## src/design/cdo_pkg.sv

```systemverilog
package cdo_pkg;
   // ***********************************************************
   // Opcode layout
   // ***********************************************************
   localparam int OPC_W     = 12;
   localparam int DATA_W    = 8;
   localparam int ADDR_W    = 5;
   localparam int FILE_DEPTH = 32;
   localparam int OP_HI     = 11;
   localparam int OP_LO     = 6;
   localparam int DEST_BIT  = 5;
   localparam int ADDR_HI   = 4;
   localparam logic [5:0] OP_COMPLEMENT = 6'b001001;
   localparam logic [5:0] OP_DECREMENT  = 6'b000011;
   localparam logic [5:0] OP_DEC_SKIP   = 6'b001011;
   localparam logic [11:0] NO_OPERATION = 12'h000;
   localparam logic [7:0] ZERO_BYTE     = 8'h00;
   localparam logic [7:0] ONE_BYTE      = 8'h01;
   localparam logic       DEST_WORK     = 1'b0;

   typedef enum logic [1:0] {
      CDO_NONE,
      CDO_COMPLEMENT,
      CDO_DECREMENT,
      CDO_DEC_SKIP
   } cdo_op_e;
endpackage

```

## src/design/cdo_file_mem.sv

```systemverilog
// ***********************************************************
// File register memory, registered read, one write port
// ***********************************************************
module cdo_file_mem (
   // Clock and reset
   input  wire logic                      clock,
   input  wire logic                      rst_n,
   // Read port
   input  wire logic [cdo_pkg::ADDR_W-1:0] rd_addr,
   output logic      [cdo_pkg::DATA_W-1:0] rd_data,
   // Write port
   input  wire logic                      wr_en,
   input  wire logic [cdo_pkg::ADDR_W-1:0] wr_addr,
   input  wire logic [cdo_pkg::DATA_W-1:0] wr_data
);
   logic [cdo_pkg::DATA_W-1:0] mem_r [cdo_pkg::FILE_DEPTH];

   // Bytes are cleared by reset: the only writers are the ops themselves, which
   // cannot turn an unknown byte into a known one; costs a plain RAM macro
   for (genvar i = 0; i < cdo_pkg::FILE_DEPTH; i++) begin : g_word
      always_ff @(posedge clock) begin
         if (!rst_n) begin
            mem_r[i] <= cdo_pkg::ZERO_BYTE;
         end else if (wr_en && (wr_addr == cdo_pkg::ADDR_W'(i))) begin
            mem_r[i] <= wr_data;
         end
      end
   end

   always_ff @(posedge clock) begin
      if (!rst_n) begin
         rd_data <= cdo_pkg::ZERO_BYTE;
      end else begin
         rd_data <= mem_r[rd_addr];
      end
   end
endmodule

```

## src/design/cdo_core.sv

```systemverilog
module cdo_core (
   // Clock and reset
   input  wire logic                       clock,
   input  wire logic                       rst_n,
   // Instruction stream
   input  wire logic                       instr_valid,
   input  wire logic [cdo_pkg::OPC_W-1:0]  instr,
   // Status and results
   output logic      [cdo_pkg::DATA_W-1:0] work_reg,
   output logic                            zero_flag,
   output logic                            skip_active,
   output logic                            busy,
   output logic                            done,
   output logic      [cdo_pkg::OPC_W-1:0]  exec_instr
);
   // ***********************************************************
   // Decode
   // ***********************************************************
   // Class field picks the operation; every other class is a no-effect slot
   function automatic cdo_pkg::cdo_op_e decode(input logic [cdo_pkg::OPC_W-1:0] op);
      logic [cdo_pkg::OP_HI-cdo_pkg::OP_LO:0] cls;
      cdo_pkg::cdo_op_e                       kind;
      cls = op[cdo_pkg::OP_HI:cdo_pkg::OP_LO];
      case (cls)
         cdo_pkg::OP_COMPLEMENT: begin
            kind = cdo_pkg::CDO_COMPLEMENT;
         end
         cdo_pkg::OP_DECREMENT: begin
            kind = cdo_pkg::CDO_DECREMENT;
         end
         cdo_pkg::OP_DEC_SKIP: begin
            kind = cdo_pkg::CDO_DEC_SKIP;
         end
         default: begin
            kind = cdo_pkg::CDO_NONE;
         end
      endcase
      return kind;
   endfunction

   // Plain forms write status; the skip form must leave it alone
   function automatic logic updates_zero(input cdo_pkg::cdo_op_e kind);
      return (kind == cdo_pkg::CDO_COMPLEMENT) || (kind == cdo_pkg::CDO_DECREMENT);
   endfunction

   // Recognised opcodes write a destination; unknown ones only use up the slot
   function automatic logic writes_dest(input cdo_pkg::cdo_op_e kind);
      return kind != cdo_pkg::CDO_NONE;
   endfunction

   typedef enum logic [1:0] {
      ST_IDLE,
      ST_EXEC,
      ST_SKIP
   } cdo_state_e;

   // ***********************************************************
   // Signals
   // ***********************************************************
   cdo_state_e                  state_r;
   cdo_state_e                  state_nxt;
   logic [cdo_pkg::OPC_W-1:0]   op_r;
   logic [cdo_pkg::OPC_W-1:0]   op_nxt;
   logic [cdo_pkg::DATA_W-1:0]  work_r;
   logic [cdo_pkg::DATA_W-1:0]  work_nxt;
   logic                        zero_r;
   logic                        zero_nxt;
   logic                        done_r;
   logic                        done_nxt;
   logic [cdo_pkg::OPC_W-1:0]   exec_r;
   logic [cdo_pkg::OPC_W-1:0]   exec_nxt;
   logic [cdo_pkg::DATA_W-1:0]  file_rd;
   logic [cdo_pkg::DATA_W-1:0]  inverted;
   logic [cdo_pkg::DATA_W-1:0]  decremented;
   logic [cdo_pkg::DATA_W-1:0]  result;
   cdo_pkg::cdo_op_e            op_kind;
   logic                        in_idle;
   logic                        in_exec;
   logic                        in_skip;
   logic                        to_file;
   logic                        result_zero;
   logic                        wr_file;
   logic                        wr_work;
   logic                        wr_zero;
   logic                        squash;
   logic                        take_new;
   logic [cdo_pkg::ADDR_W-1:0]  rd_addr;
   logic [cdo_pkg::ADDR_W-1:0]  wr_addr;

   // ***********************************************************
   // Datapath
   // ***********************************************************
   // Taken only when idle; the file byte is read on the taking edge
   assign in_idle     = state_r == ST_IDLE;
   assign in_exec     = state_r == ST_EXEC;
   assign in_skip     = state_r == ST_SKIP;
   assign take_new    = instr_valid && in_idle;
   assign op_kind     = decode(op_r);
   assign to_file     = op_r[cdo_pkg::DEST_BIT] != cdo_pkg::DEST_WORK;
   assign rd_addr     = instr[cdo_pkg::ADDR_HI:0];
   assign wr_addr     = op_r[cdo_pkg::ADDR_HI:0];

   // Both results are formed; the class picks one
   assign inverted    = ~file_rd;
   assign decremented = file_rd - cdo_pkg::ONE_BYTE;
   assign result      = (op_kind == cdo_pkg::CDO_COMPLEMENT) ? inverted : decremented;
   assign result_zero = result == cdo_pkg::ZERO_BYTE;

   // Destination and status strobes, live only in the execute cycle
   assign wr_file     = in_exec && writes_dest(op_kind) && to_file;
   assign wr_work     = in_exec && writes_dest(op_kind) && !to_file;
   assign wr_zero     = in_exec && updates_zero(op_kind);
   assign squash      = in_exec && (op_kind == cdo_pkg::CDO_DEC_SKIP) && result_zero;

   assign busy        = in_exec;
   assign skip_active = in_skip;

   // Write of one op lands before the next op can be taken, so no bypass
   cdo_file_mem u_mem (
      .clock   (clock),
      .rst_n   (rst_n),
      .rd_addr (rd_addr),
      .rd_data (file_rd),
      .wr_en   (wr_file),
      .wr_addr (wr_addr),
      .wr_data (result)
   );

   // ***********************************************************
   // Sequencing
   // ***********************************************************
   always_comb begin
      state_nxt = state_r;
      case (state_r)
         ST_IDLE: begin
            if (take_new) begin
               state_nxt = ST_EXEC;
            end
         end
         ST_EXEC: begin
            if (squash) begin
               state_nxt = ST_SKIP;
            end else begin
               state_nxt = ST_IDLE;
            end
         end
         ST_SKIP: begin
            state_nxt = ST_IDLE;
         end
         default: begin
            state_nxt = ST_IDLE;
         end
      endcase
   end

   // ***********************************************************
   // Next values
   // ***********************************************************
   assign op_nxt      = take_new ? instr : op_r;
   assign work_nxt    = wr_work ? result : work_r;
   assign zero_nxt    = wr_zero ? result_zero : zero_r;
   assign done_nxt    = in_exec || in_skip;
   // Squashed slot reports a no-operation; any request in it is dropped
   assign exec_nxt    = in_exec ? op_r : (in_skip ? cdo_pkg::NO_OPERATION : exec_r);

   // Outputs straight from the flops
   assign work_reg    = work_r;
   assign zero_flag   = zero_r;
   assign done        = done_r;
   assign exec_instr  = exec_r;

   // ***********************************************************
   // Registers
   // ***********************************************************
   always_ff @(posedge clock) begin
      if (!rst_n) begin
         state_r <= ST_IDLE;
      end else begin
         state_r <= state_nxt;
      end
   end

   always_ff @(posedge clock) begin
      if (!rst_n) begin
         op_r <= cdo_pkg::NO_OPERATION;
      end else begin
         op_r <= op_nxt;
      end
   end

   always_ff @(posedge clock) begin
      if (!rst_n) begin
         work_r <= cdo_pkg::ZERO_BYTE;
      end else begin
         work_r <= work_nxt;
      end
   end

   always_ff @(posedge clock) begin
      if (!rst_n) begin
         zero_r <= 1'b0;
      end else begin
         zero_r <= zero_nxt;
      end
   end

   always_ff @(posedge clock) begin
      if (!rst_n) begin
         done_r <= 1'b0;
      end else begin
         done_r <= done_nxt;
      end
   end

   always_ff @(posedge clock) begin
      if (!rst_n) begin
         exec_r <= cdo_pkg::NO_OPERATION;
      end else begin
         exec_r <= exec_nxt;
      end
   end
endmodule

```

## config.mk

```make
export PLATFORM = sky130hd
export DESIGN_NAME = cdo_core
export DESIGN_NICKNAME = d
export VERILOG_FILES = /design/src/design/cdo_pkg.sv /design/src/design/cdo_file_mem.sv /design/src/design/cdo_core.sv
export SDC_FILE = /design/constraint.sdc
export NUM_CORES = 1
export LEC_CHECK = 0
export BUFFER_PORTS_ARGS = -buffer_cell sky130_fd_sc_hd__buf_4
export CORE_MARGIN = 5
export CORE_UTILIZATION = 25
export DETAILED_ROUTE_END_ITERATION = 16
export SKIP_CTS_REPAIR_TIMING = 1
export SKIP_LAST_GASP = 1
export SYNTH_ARGS = -nofsm -noshare
export SYNTH_HDL_FRONTEND = slang
export SYNTH_SLANG_ARGS = --single-unit
```

## constraint.sdc

```tcl
create_clock -name clock -period 3.65 [get_ports clock]
set_input_delay 0.5475 -clock clock [delete_from_list [all_inputs] [get_ports clock]]
set_output_delay 0.5475 -clock clock [all_outputs]
set_load 0.01 [all_outputs]
```

==> impl_summary.txt, run 1 <==
----------------------------------------------------
[Min path]
  Worst Hold Launch ... instr_valid
  Terminating pin of the worst hold path ... state_r[0]$_SDFFE_PN0P_
  Class of the tightest hold or removal check ... primary input to register
  Worst hold path depth ... 2

[Power]
  Worst voltage drop across the vdd grid ... about 0.32 mV
  Power share of the combinational group ... between 10% and 20%
  Switching power summed over all nets ... roughly 1.9 mW
  PD cells ... 493 mW/mm²
  Portion of total power attributed to sequential cells ... 50.5%
  Cell leakage power ... 5.61 nW
  Clk network pwr share ... slightly below 40%
  Internal power component ... a little under 6 mW
  Net switching share of the total power ... around a quarter

[STA]
  Headroom to the max-slew limit ... roughly half
  Total Negative Setup Slacks ... 0 ps
  Transition time of the tightest slew-check pin ... 767 ps
  Final Critical Period ... around 2800 ps
  Clock skew ... 14.7 ps
  Achievable Freq ... roughly 0.36 GHz
  Final Max Tran Viols ... 0
  Hold violation total from the final report ... 0
  Final setup violation count ... 0
  RSZ-0062 raised after global routing ... no
  Post-route clock period utilization ... around three quarters

[Setup path]
  Dominant delay contributor by cell family on the critical path ... simple AND/OR/NAND/NOR gates
  Largest stage delay on the critical path ... ~510 ps
  Worst path required time ... between 3000 and 4000 ps
  Critical path class ... register to register
  Origin of the worst setup path ... op_r[11]$_SDFFE_PN0P_
  Worst r2r dst ... u_mem.mem_r[6][5]$_SDFFCE_PN0P_
  Worst setup SP type ... register
  Sequence of cells on the critical path ... nor4b_1 > and2_1 > inv_1 > ha_1 > nor2b_1 > nand3b_1 > o21ai_0 > buf_4
  Arr. time, crit path ... around 3000 ps
  Reg-to-reg setup timing slack ... 850 ps
  Crit path capture type ... register
  Buffers and inverters on the worst path ... 2
  Launching point of the worst reg2reg path ... op_r[11]$_SDFFE_PN0P_
  Crit Path Max Fanout ... 16
  Worst Reg2Reg Path Length in Cells ... 8
  Cell with the largest stage delay on the worst path ... sky130_fd_sc_hd__nand3b_1

[Yosys]
  Ys async rst share ... 0%
  Most used flip-flop cell after synthesis ... sky130_fd_sc_hd__edfxtp_1
  Count of state elements after synthesis ... 300
  Most numerous cell in the Yosys netlist ... sky130_fd_sc_hd__nor2_1
  Cell area after synthesis ... approximately 0.013 mm²
  Proportion of netlist area held by the largest area contributor ... around 58%
  Post-Synthesis Mean Instance Area ... between 10 and 15 µm²
  Synthesis Warnings ... 0
  Top area cells in the synthesized netlist ... sky130_fd_sc_hd__edfxtp_1 58%, sky130_fd_sc_hd__mux4_2 9.1%, sky130_fd_sc_hd__nor2_1 7.9%
  Distinct cell type count of the synthesized netlist ... 55
  Sequential fraction of the synthesis area ... 64.1%
  Cell taking the most area after synthesis ... sky130_fd_sc_hd__edfxtp_1
  Post-synth EDFFs ... between 200 and 300
  Post-synthesis net count ... about 1,100
  Most common library cells after synthesis ... 281 x sky130_fd_sc_hd__nor2_1, 256 x sky130_fd_sc_hd__edfxtp_1, 87 x sky130_fd_sc_hd__nand2_1
  Instance count of the mapped netlist ... 1,030

[Clock tree]
  H-tree levels ... 1
  Latest clock arrival within the worst-skew pair ... between 500 and 600 ps
  TritonCTS clock tree ... done
  Root Driver ... sky130_fd_sc_hd__clkbuf_16
  Clock Sinks ... 300
  Deepest clock path buffer count ... 3
  Number of buffers created by CTS ... 31
  Clock-pin slew reported for the worst setup and hold paths after clock tree synthesis ... 60 ps

[Routing]
  Residual DRC count ... 0
  Antenna viol nets, final ... 0
  Total via count in the routed design ... approximately 8,500
  Routed length per instance ... about 19 µm
  Initial DRC count ... just under 800
  Routed WL ... ~34,000 µm
  Detail-routed via count per cell ... around 4.7
  Number of iterations in the first detailed-routing pass ... 6

[Layout]
  Number of flip-flops in the largest register ... 256
  Final-stage net count ... between 1,000 and 1,500
  Diode insertion count for antenna repair ... 0
  Area overhead of the layout relative to synthesis ... 17.0%
  Post-route insts no fill ... about 1,800
  Layout cells sized above 1 ... 18.6%
  Register with the most flip-flops ... u_mem.mem_r

[Floorplan]
  DIE HEIGHT ... 241 µm
  Initial Util ... about a quarter
  Die X ... 241 µm
  Floorplan row count ... 84
  Area of the core ... 0.0528 mm²
  Die Outline Area ... 0.0582 mm²
  Number of top-level pins ... 39

[Global routing]
  Number of antenna violations at the first check in global routing ... 0
  Via count of the first global-routing pass ... between 8,000 and 9,000
  Maximum number of pins on one net before global-route repair ... between 50 and 60
  Wire length of the first global-routing pass ... approximately 52,000 µm
  Overall Global Routing Usage ... between 10% and 20%
  Overflow left after global routing ... 0

[Placed design]
  Routability Congestion ... between 0.8 and 0.9
  HPWL after DPL ... between 20,000 and 25,000 µm
  # placed instances ... 1,743
  Port Buffer Count ... 38

[Flow run]
  Max-capacitance violation count ... 0

[Status]
  Outcome ... completed

----------------------------------------------------
==> kinds of logic after synthesis <==
logic type / after synthesis / synth area share, %
AOI/OAI and AO/OA: 99 / 4.81
xor gates and xnor gates: 4 / 0.262
adders and majority gates: 7 / 0.655
buffers and inverters: 76 / 2.84
DFF: 300 / 64.1
muxes: 82 / 12.7
and+or+nand+nor: 462 / 14.6
==> worst register-to-register path, stage by stage (launching register included) <==
cell and delay (ps):
sky130_fd_sc_hd__dfxtp_1 330, sky130_fd_sc_hd__nor4b_1 360, sky130_fd_sc_hd__and2_1 230, sky130_fd_sc_hd__inv_1 60, sky130_fd_sc_hd__ha_1 170, sky130_fd_sc_hd__nor2b_1 210, sky130_fd_sc_hd__nand3b_1 510, sky130_fd_sc_hd__o21ai_0 390
sky130_fd_sc_hd__buf_4 240
==> cells in the final DEF (no fill, tap or decap), types with 2 or more instances in the layout <==
master,n
sky130_fd_sc_hd__clkbuf_1,8
sky130_fd_sc_hd__a21boi_0,24
sky130_fd_sc_hd__a21oi_1,3
sky130_fd_sc_hd__bufinv_16,2
sky130_fd_sc_hd__nand2_1,87
sky130_fd_sc_hd__clkbuf_16,31
sky130_fd_sc_hd__nor2_1,281
sky130_fd_sc_hd__nand2b_1,20
sky130_fd_sc_hd__o2bb2ai_1,2
sky130_fd_sc_hd__and2_1,11
sky130_fd_sc_hd__o21ai_0,42
sky130_fd_sc_hd__buf_4,91
sky130_fd_sc_hd__a221oi_1,2
sky130_fd_sc_hd__nor2b_1,13
sky130_fd_sc_hd__buf_12,2
sky130_fd_sc_hd__o21ai_1,2
sky130_fd_sc_hd__mux4_2,54
sky130_fd_sc_hd__nor3_1,13
sky130_fd_sc_hd__edfxtp_1,256
sky130_fd_sc_hd__o211ai_1,3
sky130_fd_sc_hd__or2_2,2
sky130_fd_sc_hd__nand3_1,22
sky130_fd_sc_hd__o221ai_1,5
sky130_fd_sc_hd__mux4_1,12
sky130_fd_sc_hd__mux2_2,6
sky130_fd_sc_hd__ha_1,7
sky130_fd_sc_hd__clkinvlp_4,3
sky130_fd_sc_hd__dfxtp_1,44
sky130_fd_sc_hd__xor2_4,3
sky130_fd_sc_hd__o22ai_1,2
sky130_fd_sc_hd__inv_1,8
sky130_fd_sc_hd__a211oi_1,6
sky130_fd_sc_hd__clkinv_2,7
sky130_fd_sc_hd__clkinv_1,5
sky130_fd_sc_hd__mux2i_1,10
==> worst max path at each step <==
| stage | endpoint | slack [ps] | cells past startpoint |
|---|---|---|---|
| global placement | u_mem.mem_r[30][7]$_SDFFCE_PN0P_ | 930 | 8 |
| floorplan | u_mem.mem_r[10][0]$_SDFFCE_PN0P_ | 1010 | 8 |
| finish | u_mem.mem_r[6][5]$_SDFFCE_PN0P_ | 850 | 8 |
| CTS | u_mem.mem_r[6][5]$_SDFFCE_PN0P_ | 920 | 8 |
| global route | u_mem.mem_r[6][5]$_SDFFCE_PN0P_ | 610 | 8 |
| detailed placement | u_mem.mem_r[26][7]$_SDFFCE_PN0P_ | 950 | 8 |
==> through the flow <==
step	total power [mW]	cell area [µm²]	setup slack [ps]	util (%)	hold slack, ps
finish	7.71	15600	854	29.6	248
global route	7.97	15600	614	29.6	241
CTS	7.77	15600	915	29.6	227
detailed placement	4.75	14700	946	27.8	476
global placement	4.74	14700	929	27.8	468
floorplan	4.41	13400	1010	-	452
==> metal layers <==
| layer | vias up | share of wire [%] | global-route usage [%] | routed length (µm) |
|---|---|---|---|---|
| met1 | 4320 | 45 | 16.4 | 15400 |
| met2 | 283 | 48 | 18.9 | 16400 |
| met5 | - | 0 | 0 | 0 |
| li1 | 3853 | - | - | - |
| met3 | 42 | 6.3 | 2.17 | 2150 |
| met4 | 0 | 1.3 | 1.64 | 450 |
==> power by group through the flow <==
stage | clock, mW | combinational (mW) | sequential (mW)
finish | 3.03 | 0.792 | 3.89
global route | 3.22 | 0.847 | 3.90
CTS | 3.09 | 0.794 | 3.89
detailed placement | 0 | 0.791 | 3.96
global placement | 0 | 0.781 | 3.96
floorplan | 0 | 0.487 | 3.92
==> final cells by class <==
type	instances	area, µm²
clock buffer	40	820
timing repair buffer	93	723
fill	5391	37100
sequential	300	8570
tap	688	861
multi-input combinational	654	4490
inverter	8	30.0
clock inverter	18	145
No activity file was read; power rests on OpenSTA's default activity.
==> run 2, diff against run 1 <==
==> constraint.sdc (replaced) <==
create_clock -name clock -period 2.65 [get_ports clock]
set_input_delay 0.3975 -clock clock [delete_from_list [all_inputs] [get_ports clock]]
set_output_delay 0.3975 -clock clock [all_outputs]
set_load 0.01 [all_outputs]
==> run 2 against run 1 <==
  * Core utilization increased by 0.46 points
  * Sequential power increased by 37%
  * Fmax increased by 16%
  * Clock skew decreased by 1.6 ps
  * Critical path depth increased by 2
  * Setup slack got worse by 610 ps
  * Largest power group unchanged
  * Register-to-register slack got worse by 610 ps
  * Sequential cell count unchanged
  * Combinational power increased by 43%
  * Sequential share of layout area decreased by 0.84 points
==> impl_summary.txt, run 2 (synthesis results as in run 1) <==
----------------------------------------------------
[Global routing]
  Wire length of the first global-routing pass ... 52,900 µm (was 52,100 µm)
  Via count of the first global-routing pass ... 8,808 (was 8,527)
  Number of antenna violations at the first check in global routing ... 0 (unchanged)
  Maximum number of pins on one net before global-route repair ... 49 (was 51)
  Overflow left after global routing ... 0 (unchanged)
  Overall Global Routing Usage ... 11.7% (was 11.5%)

[Floorplan]
  Die X ... 241 µm (unchanged)
  Initial Util ... 25.3% (unchanged)
  Number of top-level pins ... 39 (unchanged)
  Die Outline Area ... 0.0582 mm² (unchanged)
  DIE HEIGHT ... 241 µm (unchanged)
  Floorplan row count ... 84 (unchanged)
  Area of the core ... 0.0528 mm² (unchanged)

[Power]
  Portion of total power attributed to sequential cells ... 49.6% (was 50.5%)
  Internal power component ... 8.13 mW (was 5.81 mW)
  Clk network pwr share ... 39.9% (was 39.2%)
  PD cells ... 678 mW/mm² (was 493 mW/mm²)
  Switching power summed over all nets ... 2.64 mW (was 1.90 mW)
  Net switching share of the total power ... 24.5% (was 24.6%)
  Power share of the combinational group ... 10.5% (was 10.3%)
  Cell leakage power ... 5.74 nW (was 5.61 nW)
  Worst voltage drop across the vdd grid ... 0.384 mV (was 0.317 mV)

[Clock tree]
  Clock-pin slew reported for the worst setup and hold paths after clock tree synthesis ... 60 ps (about the same)
  TritonCTS clock tree ... done (unchanged)
  Root Driver ... sky130_fd_sc_hd__clkbuf_16 (unchanged)
  Latest clock arrival within the worst-skew pair ... 510 ps (was 560 ps)
  Clock Sinks ... 300 (unchanged)
  H-tree levels ... 2 (was 1)
  Deepest clock path buffer count ... 3 (unchanged)
  Number of buffers created by CTS ... 34 (was 31)

[Routing]
  Antenna viol nets, final ... 0 (unchanged)
  Number of iterations in the first detailed-routing pass ... 5 (was 6)
  Initial DRC count ... 884 (was 776)
  Total via count in the routed design ... 8,473 (was 8,498)
  Routed length per instance ... 18.8 µm (was 19.1 µm)
  Routed WL ... 34,200 µm (was 34,400 µm)
  Residual DRC count ... 0 (unchanged)
  Detail-routed via count per cell ... 4.66 (was 4.72)

[Setup path]
  Crit Path Max Fanout ... 16 (unchanged)
  Worst path required time ... 3000 ps (was 3900 ps)
  Worst setup SP type ... register (unchanged)
  Arr. time, crit path ... 2760 ps (was 3050 ps)
  Crit path capture type ... register (unchanged)
  Critical path class ... register to register (unchanged)

[STA]
  Worst setup slack after layout ... 245 ps (was 854 ps)
  Total Negative Setup Slacks ... 0 ps (unchanged)
  RSZ-0062 raised after global routing ... no (unchanged)
  Headroom to the max-slew limit ... 57.3% (was 48.8%)
  Post-route worst hold slack ... 161 ps (was 248 ps)
  Achievable Freq ... 0.416 GHz (was 0.358 GHz)
  Hold violation total from the final report ... 0 (unchanged)
  Final Critical Period ... 2400 ps (was 2800 ps)
  Transition time of the tightest slew-check pin ... 640 ps (was 767 ps)
  Post-route clock period utilization ... 90.8% (was 76.6%)
  Final Max Tran Viols ... 0 (unchanged)
  Clock skew ... 13.1 ps (was 14.7 ps)
  Final setup violation count ... 0 (unchanged)

[Status]
  Outcome ... completed (unchanged)

[Placed design]
  HPWL after DPL ... 23,300 µm (was 23,600 µm)
  Worst slack, placed ... 67.1 ps (was 946 ps)
  Routability Congestion ... 0.878 (was 0.873)
  Port Buffer Count ... 38 (unchanged)
  # placed instances ... 1,758 (was 1,743)

[Layout]
  Highest-count cells in the layout ignoring fill and taps ... 281 x sky130_fd_sc_hd__nor2_1, 256 x sky130_fd_sc_hd__edfxtp_1, 102 x sky130_fd_sc_hd__buf_4 (was 281 x sky130_fd_sc_hd__nor2_1, 256 x sky130_fd_sc_hd__edfxtp_1, 91 x sky130_fd_sc_hd__buf_4)
  Number of flip-flops in the largest register ... 256 (unchanged)
  Commonest non-fill, non-tap cell in the layout ... sky130_fd_sc_hd__nor2_1 (unchanged)
  Area overhead of the layout relative to synthesis ... 18.8% (was 17.0%)
  Register with the most flip-flops ... u_mem.mem_r (unchanged)
  Post-route insts no fill ... 1,818 (was 1,801)
  Final-stage net count ... 1,128 (was 1,110)
  Layout cells sized above 1 ... 21.2% (was 18.6%)
  Filler cell count in the final layout ... 5,264 (was 5,391)
  Diode insertion count for antenna repair ... 0 (unchanged)

[Min path]
  Class of the tightest hold or removal check ... primary input to register (unchanged)

[Flow run]
  Max-capacitance violation count ... 0 (unchanged)

----------------------------------------------------
==> run 2: layout make-up <==
type / instances / area [µm²] / area share, %
sequential: 300 / 8570 / 54.0
multi-input combinational: 654 / 4540 / 28.6
clock buffer: 43 / 926 / 5.83
timing repair buffer: 108 / 877 / 5.52
tap: 688 / 861 / 5.42
clock inverter: 17 / 77.6 / 0.488
inverter: 8 / 30.0 / 0.189
==> run 2: final timing paths <==
check	endpoint	slack [ps]	cells past startpoint	from
setup / recovery	u_mem.mem_r[17][3]$_SDFFCE_PN0P_	250	10	op_r[11]$_SDFFE_PN0P_
hold / removal	state_r[0]$_SDFFE_PN0P_	160	2	instr_valid
setup reg to reg	u_mem.mem_r[17][3]$_SDFFCE_PN0P_	250	10	op_r[11]$_SDFFE_PN0P_
hold reg to reg	zero_flag$_SDFFE_PN0P_	480	2	zero_flag$_SDFFE_PN0P_
==> run 2: metal layers <==
| layer | part of all wire (%) | vias up | track usage [%] | wire length (µm) |
|---|---|---|---|---|
| met2 | 48 | 261 | 19.5 | 16500 |
| li1 | - | 3883 | - | - |
| met3 | 5.8 | 56 | 2.35 | 2000 |
| met1 | 43 | 4273 | 15.8 | 14800 |
| met4 | 2.4 | 0 | 3.03 | 823 |
| met5 | 0 | - | 0 | 0 |
==> run 2: stage by stage <==
step,area [µm²],util (%),total power [mW]
6_report,15900,30.1,10.8
3_5_place_dp,14800,28.1,6.58
3_3_place_gp,14800,28.1,6.56
5_1_grt,15900,30.1,11.1
4_1_cts,15800,30.0,10.8
2_1_floorplan,13400,-,6.08
==> run 2: power groups by stage <==
stage / logic, mW / registers [mW] / clock network (mW)
3_3_place_gp: 1.12 / 5.43 / 0
6_report: 1.13 / 5.34 / 4.30
2_1_floorplan: 0.671 / 5.40 / 0
4_1_cts: 1.14 / 5.34 / 4.37
3_5_place_dp: 1.13 / 5.44 / 0
5_1_grt: 1.21 / 5.36 / 4.56
==> run 2: worst max-delay path: stages, from the launching register on <==
cell and delay [ps]:
sky130_fd_sc_hd__dfxtp_1 330, sky130_fd_sc_hd__nor4b_2 290, sky130_fd_sc_hd__and2_1 220, sky130_fd_sc_hd__inv_1 60
sky130_fd_sc_hd__ha_1 170, sky130_fd_sc_hd__nor2b_1 220, sky130_fd_sc_hd__nand2_1 120, sky130_fd_sc_hd__nor2_1 120
sky130_fd_sc_hd__buf_4 210, sky130_fd_sc_hd__nand2_1 320, sky130_fd_sc_hd__nor2_1 190
==> run 3, diff against run 2 <==
--- a/config.mk
+++ b/config.mk
@@ -5,6 +5,7 @@
 export SDC_FILE = /design/constraint.sdc
 export NUM_CORES = 1
 export LEC_CHECK = 0
+export ABC_AREA = 1
 export BUFFER_PORTS_ARGS = -buffer_cell sky130_fd_sc_hd__buf_4
 export CORE_MARGIN = 5
 export CORE_UTILIZATION = 25
==> run 3 against run 2 <==
  * Via count increased by 22%
  * Global-route usage increased by 0.15 points
  * Die area increased by 4.6%
  * Non-clock buffer count decreased by 32
  * Combinational power increased by 7%
  * Power increased by 5.7%
  * First-iteration DRC count increased by 0.34%
  * Synthesized cell count increased by 43%
  * Largest power group unchanged
==> impl_summary.txt, run 3 <==
----------------------------------------------------
[Status]
  Outcome ... completed (unchanged)

[Yosys]
  Instance count of the mapped netlist ... 1,473 (was 1,030)
  Post-synth EDFFs ... 256 (unchanged)
  Post-Synthesis Mean Instance Area ... 9.51 µm² (was 13.0 µm²)
  Most used flip-flop cell after synthesis ... sky130_fd_sc_hd__edfxtp_1 (unchanged)
  Cell area after synthesis ... 0.0140 mm² (was 0.0134 mm²)
  Synthesis Warnings ... 0 (unchanged)
  Most common library cells after synthesis ... 373 x sky130_fd_sc_hd__nor2_1, 320 x sky130_fd_sc_hd__nand2_1, 256 x sky130_fd_sc_hd__edfxtp_1 (was 281 x sky130_fd_sc_hd__nor2_1, 256 x sky130_fd_sc_hd__edfxtp_1, 87 x sky130_fd_sc_hd__nand2_1)
  Most numerous cell in the Yosys netlist ... sky130_fd_sc_hd__nor2_1 (unchanged)
  Sequential fraction of the synthesis area ... 61.2% (was 64.1%)
  Count of state elements after synthesis ... 300 (unchanged)
  Proportion of netlist area held by the largest area contributor ... 54.9% (was 57.5%)
  Distinct cell type count of the synthesized netlist ... 33 (was 55)
  Post-synthesis net count ... 1,495 (was 1,052)
  Cell taking the most area after synthesis ... sky130_fd_sc_hd__edfxtp_1 (unchanged)
  Top area cells in the synthesized netlist ... sky130_fd_sc_hd__edfxtp_1 55%, sky130_fd_sc_hd__nor2_1 10%, sky130_fd_sc_hd__nand2_1 8.6% (was sky130_fd_sc_hd__edfxtp_1 58%, sky130_fd_sc_hd__mux4_2 9.1%, sky130_fd_sc_hd__nor2_1 7.9%)
  Ys async rst share ... 0% (unchanged)

[Min path]
  Terminating pin of the worst hold path ... op_r[10]$_SDFFE_PN0P_ (was state_r[0]$_SDFFE_PN0P_)
  Worst hold path depth ... 3 (was 2)
  Worst Hold Launch ... instr[10] (was instr_valid)
  Class of the tightest hold or removal check ... primary input to register (unchanged)

[STA]
  RSZ-0062 raised after global routing ... no (unchanged)
  Achievable Freq ... 0.442 GHz (was 0.416 GHz)
  Clock skew ... 13.5 ps (was 13.1 ps)
  Final setup violation count ... 0 (unchanged)
  Hold violation total from the final report ... 0 (unchanged)
  Total Negative Setup Slacks ... 0 ps (unchanged)
  Headroom to the max-slew limit ... 57.2% (was 57.3%)
  Post-route worst hold slack ... 87.0 ps (was 161 ps)
  Final Critical Period ... 2260 ps (was 2400 ps)
  Final Max Tran Viols ... 0 (unchanged)
  Post-route clock period utilization ... 85.4% (was 90.8%)
  Transition time of the tightest slew-check pin ... 639 ps (was 640 ps)

[Setup path]
  Cell with the largest stage delay on the worst path ... sky130_fd_sc_hd__buf_4 (was sky130_fd_sc_hd__dfxtp_1)
  Library cell appearing most often on the critical path ... sky130_fd_sc_hd__nor2_1
  Arr. time, crit path ... 2560 ps (was 2760 ps)
  Launching point of the worst reg2reg path ... op_r[11]$_SDFFE_PN0P_ (unchanged)
  Worst path required time ... 2940 ps (was 3000 ps)
  Critical path class ... register to register (unchanged)
  Origin of the worst setup path ... op_r[11]$_SDFFE_PN0P_ (unchanged)
  Buffers and inverters on the worst path ... 2 (unchanged)
  Largest stage delay on the critical path ... 410 ps (was 330 ps)
  Dominant delay contributor by cell family on the critical path ... buffers and inverters (was simple AND/OR/NAND/NOR gates)
  Reg-to-reg setup timing slack ... 390 ps (was 250 ps)
  Worst setup SP type ... register (unchanged)
  Worst r2r dst ... u_mem.mem_r[17][4]$_SDFFCE_PN0P_ (was u_mem.mem_r[17][3]$_SDFFCE_PN0P_)
  Crit Path Max Fanout ... 24 (was 16)
  Crit path capture type ... register (unchanged)
  Worst Reg2Reg Path Length in Cells ... 8 (was 10)
  Sequence of cells on the critical path ... nor2_1 > nand4_1 > ha_1 > inv_1 > nand3b_1 > nand2_1 > buf_4 > nor2_1 (was nor4b_2 > and2_1 > inv_1 > ha_1 > nor2b_1 > nand2_1 > nor2_1 > buf_4 > nand2_1 > nor2_1)

[Floorplan]
  Initial Util ... 25.3% (about the same)
  Die Outline Area ... 0.0609 mm² (was 0.0582 mm²)
  Number of top-level pins ... 39 (unchanged)
  Area of the core ... 0.0553 mm² (was 0.0528 mm²)
  Floorplan row count ... 86 (was 84)
  DIE HEIGHT ... 247 µm (was 241 µm)
  Die X ... 247 µm (was 241 µm)

[Routing]
  Residual DRC count ... 0 (unchanged)
  Routed length per instance ... 16.2 µm (was 18.8 µm)
  Total via count in the routed design ... 10,300 (was 8,473)
  Routed WL ... 36,600 µm (was 34,200 µm)
  Number of iterations in the first detailed-routing pass ... 5 (unchanged)
  Initial DRC count ... 887 (was 884)
  Detail-routed via count per cell ... 4.58 (was 4.66)
  Antenna viol nets, final ... 0 (unchanged)

[Layout]
  Diode insertion count for antenna repair ... 0 (unchanged)
  Highest-count cells in the layout ignoring fill and taps ... 373 x sky130_fd_sc_hd__nor2_1, 320 x sky130_fd_sc_hd__nand2_1, 256 x sky130_fd_sc_hd__edfxtp_1 (was 281 x sky130_fd_sc_hd__nor2_1, 256 x sky130_fd_sc_hd__edfxtp_1, 102 x sky130_fd_sc_hd__buf_4)
  Register with the most flip-flops ... u_mem.mem_r (unchanged)
  Area overhead of the layout relative to synthesis ... 16.3% (was 18.8%)
  Layout cells sized above 1 ... 11.4% (was 21.2%)
  Final-stage net count ... 1,503 (was 1,128)
  Commonest non-fill, non-tap cell in the layout ... sky130_fd_sc_hd__nor2_1 (unchanged)
  Design Area, Final ... 0.0163 mm² (was 0.0159 mm²)
  Number of flip-flops in the largest register ... 256 (unchanged)

[Global routing]
  Overflow left after global routing ... 0 (unchanged)
  Via count of the first global-routing pass ... 10,300 (was 8,808)
  Maximum number of pins on one net before global-route repair ... 80 (was 49)
  Overall Global Routing Usage ... 11.9% (was 11.7%)
  Wire length of the first global-routing pass ... 57,900 µm (was 52,900 µm)
  Number of antenna violations at the first check in global routing ... 0 (unchanged)

[Clock tree]
  Clock Sinks ... 300 (unchanged)
  TritonCTS clock tree ... done (unchanged)
  Clock-pin slew reported for the worst setup and hold paths after clock tree synthesis ... 60 ps (about the same)
  Latest clock arrival within the worst-skew pair ... 560 ps (was 510 ps)
  Number of buffers created by CTS ... 31 (was 34)
  H-tree levels ... 1 (was 2)
  Root Driver ... sky130_fd_sc_hd__clkbuf_16 (unchanged)
  Deepest clock path buffer count ... 3 (unchanged)

[Power]
  Worst voltage drop across the vdd grid ... 0.579 mV (was 0.384 mV)
  Cell leakage power ... 6.08 nW (was 5.74 nW)
  PD cells ... 699 mW/mm² (was 678 mW/mm²)

[Placed design]
  HPWL after DPL ... 23,700 µm (was 23,300 µm)
  Routability Congestion ... 0.813 (was 0.878)
  Port Buffer Count ... 38 (unchanged)
  Post-Place Cell Area ... 0.0151 mm² (was 0.0148 mm²)

[Flow run]
  Max-capacitance violation count ... 0 (unchanged)

----------------------------------------------------
run 3: cell types whose count changed in the layout (fill, tap and decap cells not counted), sizes merged, moves of 24 or more:
| cell | previous run | this run |
|---|---|---|
| a21boi | 24 | 0 |
| a21oi | 3 | 42 |
| buf | 108 | 76 |
| mux4 | 66 | 0 |
| nand2 | 87 | 323 |
| nand3 | 22 | 169 |
| nor2 | 281 | 377 |
| o21ai | 44 | 91 |
run 3: layout make-up:
class,instances,area [µm²]
clock buffer,41,885
clock inverter,17,273
fill,5792,39000
inverter,32,121
multi-input combinational,1040,4800
sequential,300,8570
tap,748,936
timing repair buffer,76,708
run 3: per-layer routing:
metal	global-route usage, %	vias to the layer above	part of all wire (%)
met5	0	-	0
met1	16.5	4932	44
met2	19.2	352	46
met4	3.56	0	2.9
met3	1.81	65	7.2
li1	-	4968	-
run 3: through the flow:
stage                     setup slack, ps  utilization, %  power, mW  cells
final                                 387            29.4       11.4   2254
after global routing                  236            29.4       11.8   2254
after CTS                             382            29.4       11.5   2254
after detailed placement              286            27.4       6.63   2196
after global placement                291            27.4       6.62   2196
after floorplan                       606               -       6.15   1473
run 3: logic make-up after synthesis:
group	count (synthesis)	synth area share, %
AOI/OAI and AO/OA	156	5.96
and+or+nand+nor	876	27.5
adders and majority gates	7	0.625
xor gates and xnor gates	1	0.116
DFF	300	61.2
buffers and inverters	133	4.68
run 3: power by group:
group | total (mW) | internal (mW) | switching [mW]
combinational | 1.21 | 0.293 | 0.912
sequential | 5.33 | 5.27 | 0.0663
clock | 4.84 | 3.03 | 1.82
run 3: worst max-delay path by stage:
stage	slack, ps	depth (start not counted)	to
6_report	390	8	u_mem.mem_r[17][4]$_SDFFCE_PN0P_
5_1_grt	240	8	u_mem.mem_r[17][3]$_SDFFCE_PN0P_
4_1_cts	380	9	u_mem.mem_r[30][1]$_SDFFCE_PN0P_
3_5_place_dp	290	9	u_mem.rd_data[5]$_SDFF_PN0_
3_3_place_gp	290	9	u_mem.rd_data[5]$_SDFF_PN0_
2_1_floorplan	610	8	u_mem.mem_r[11][0]$_SDFFCE_PN0P_
run 3: tightest hold or removal path: cells and delay by family:
kind	cells	cell delay, ps
simple gates	1	70
buf+inv	1	70
compound gates	1	70
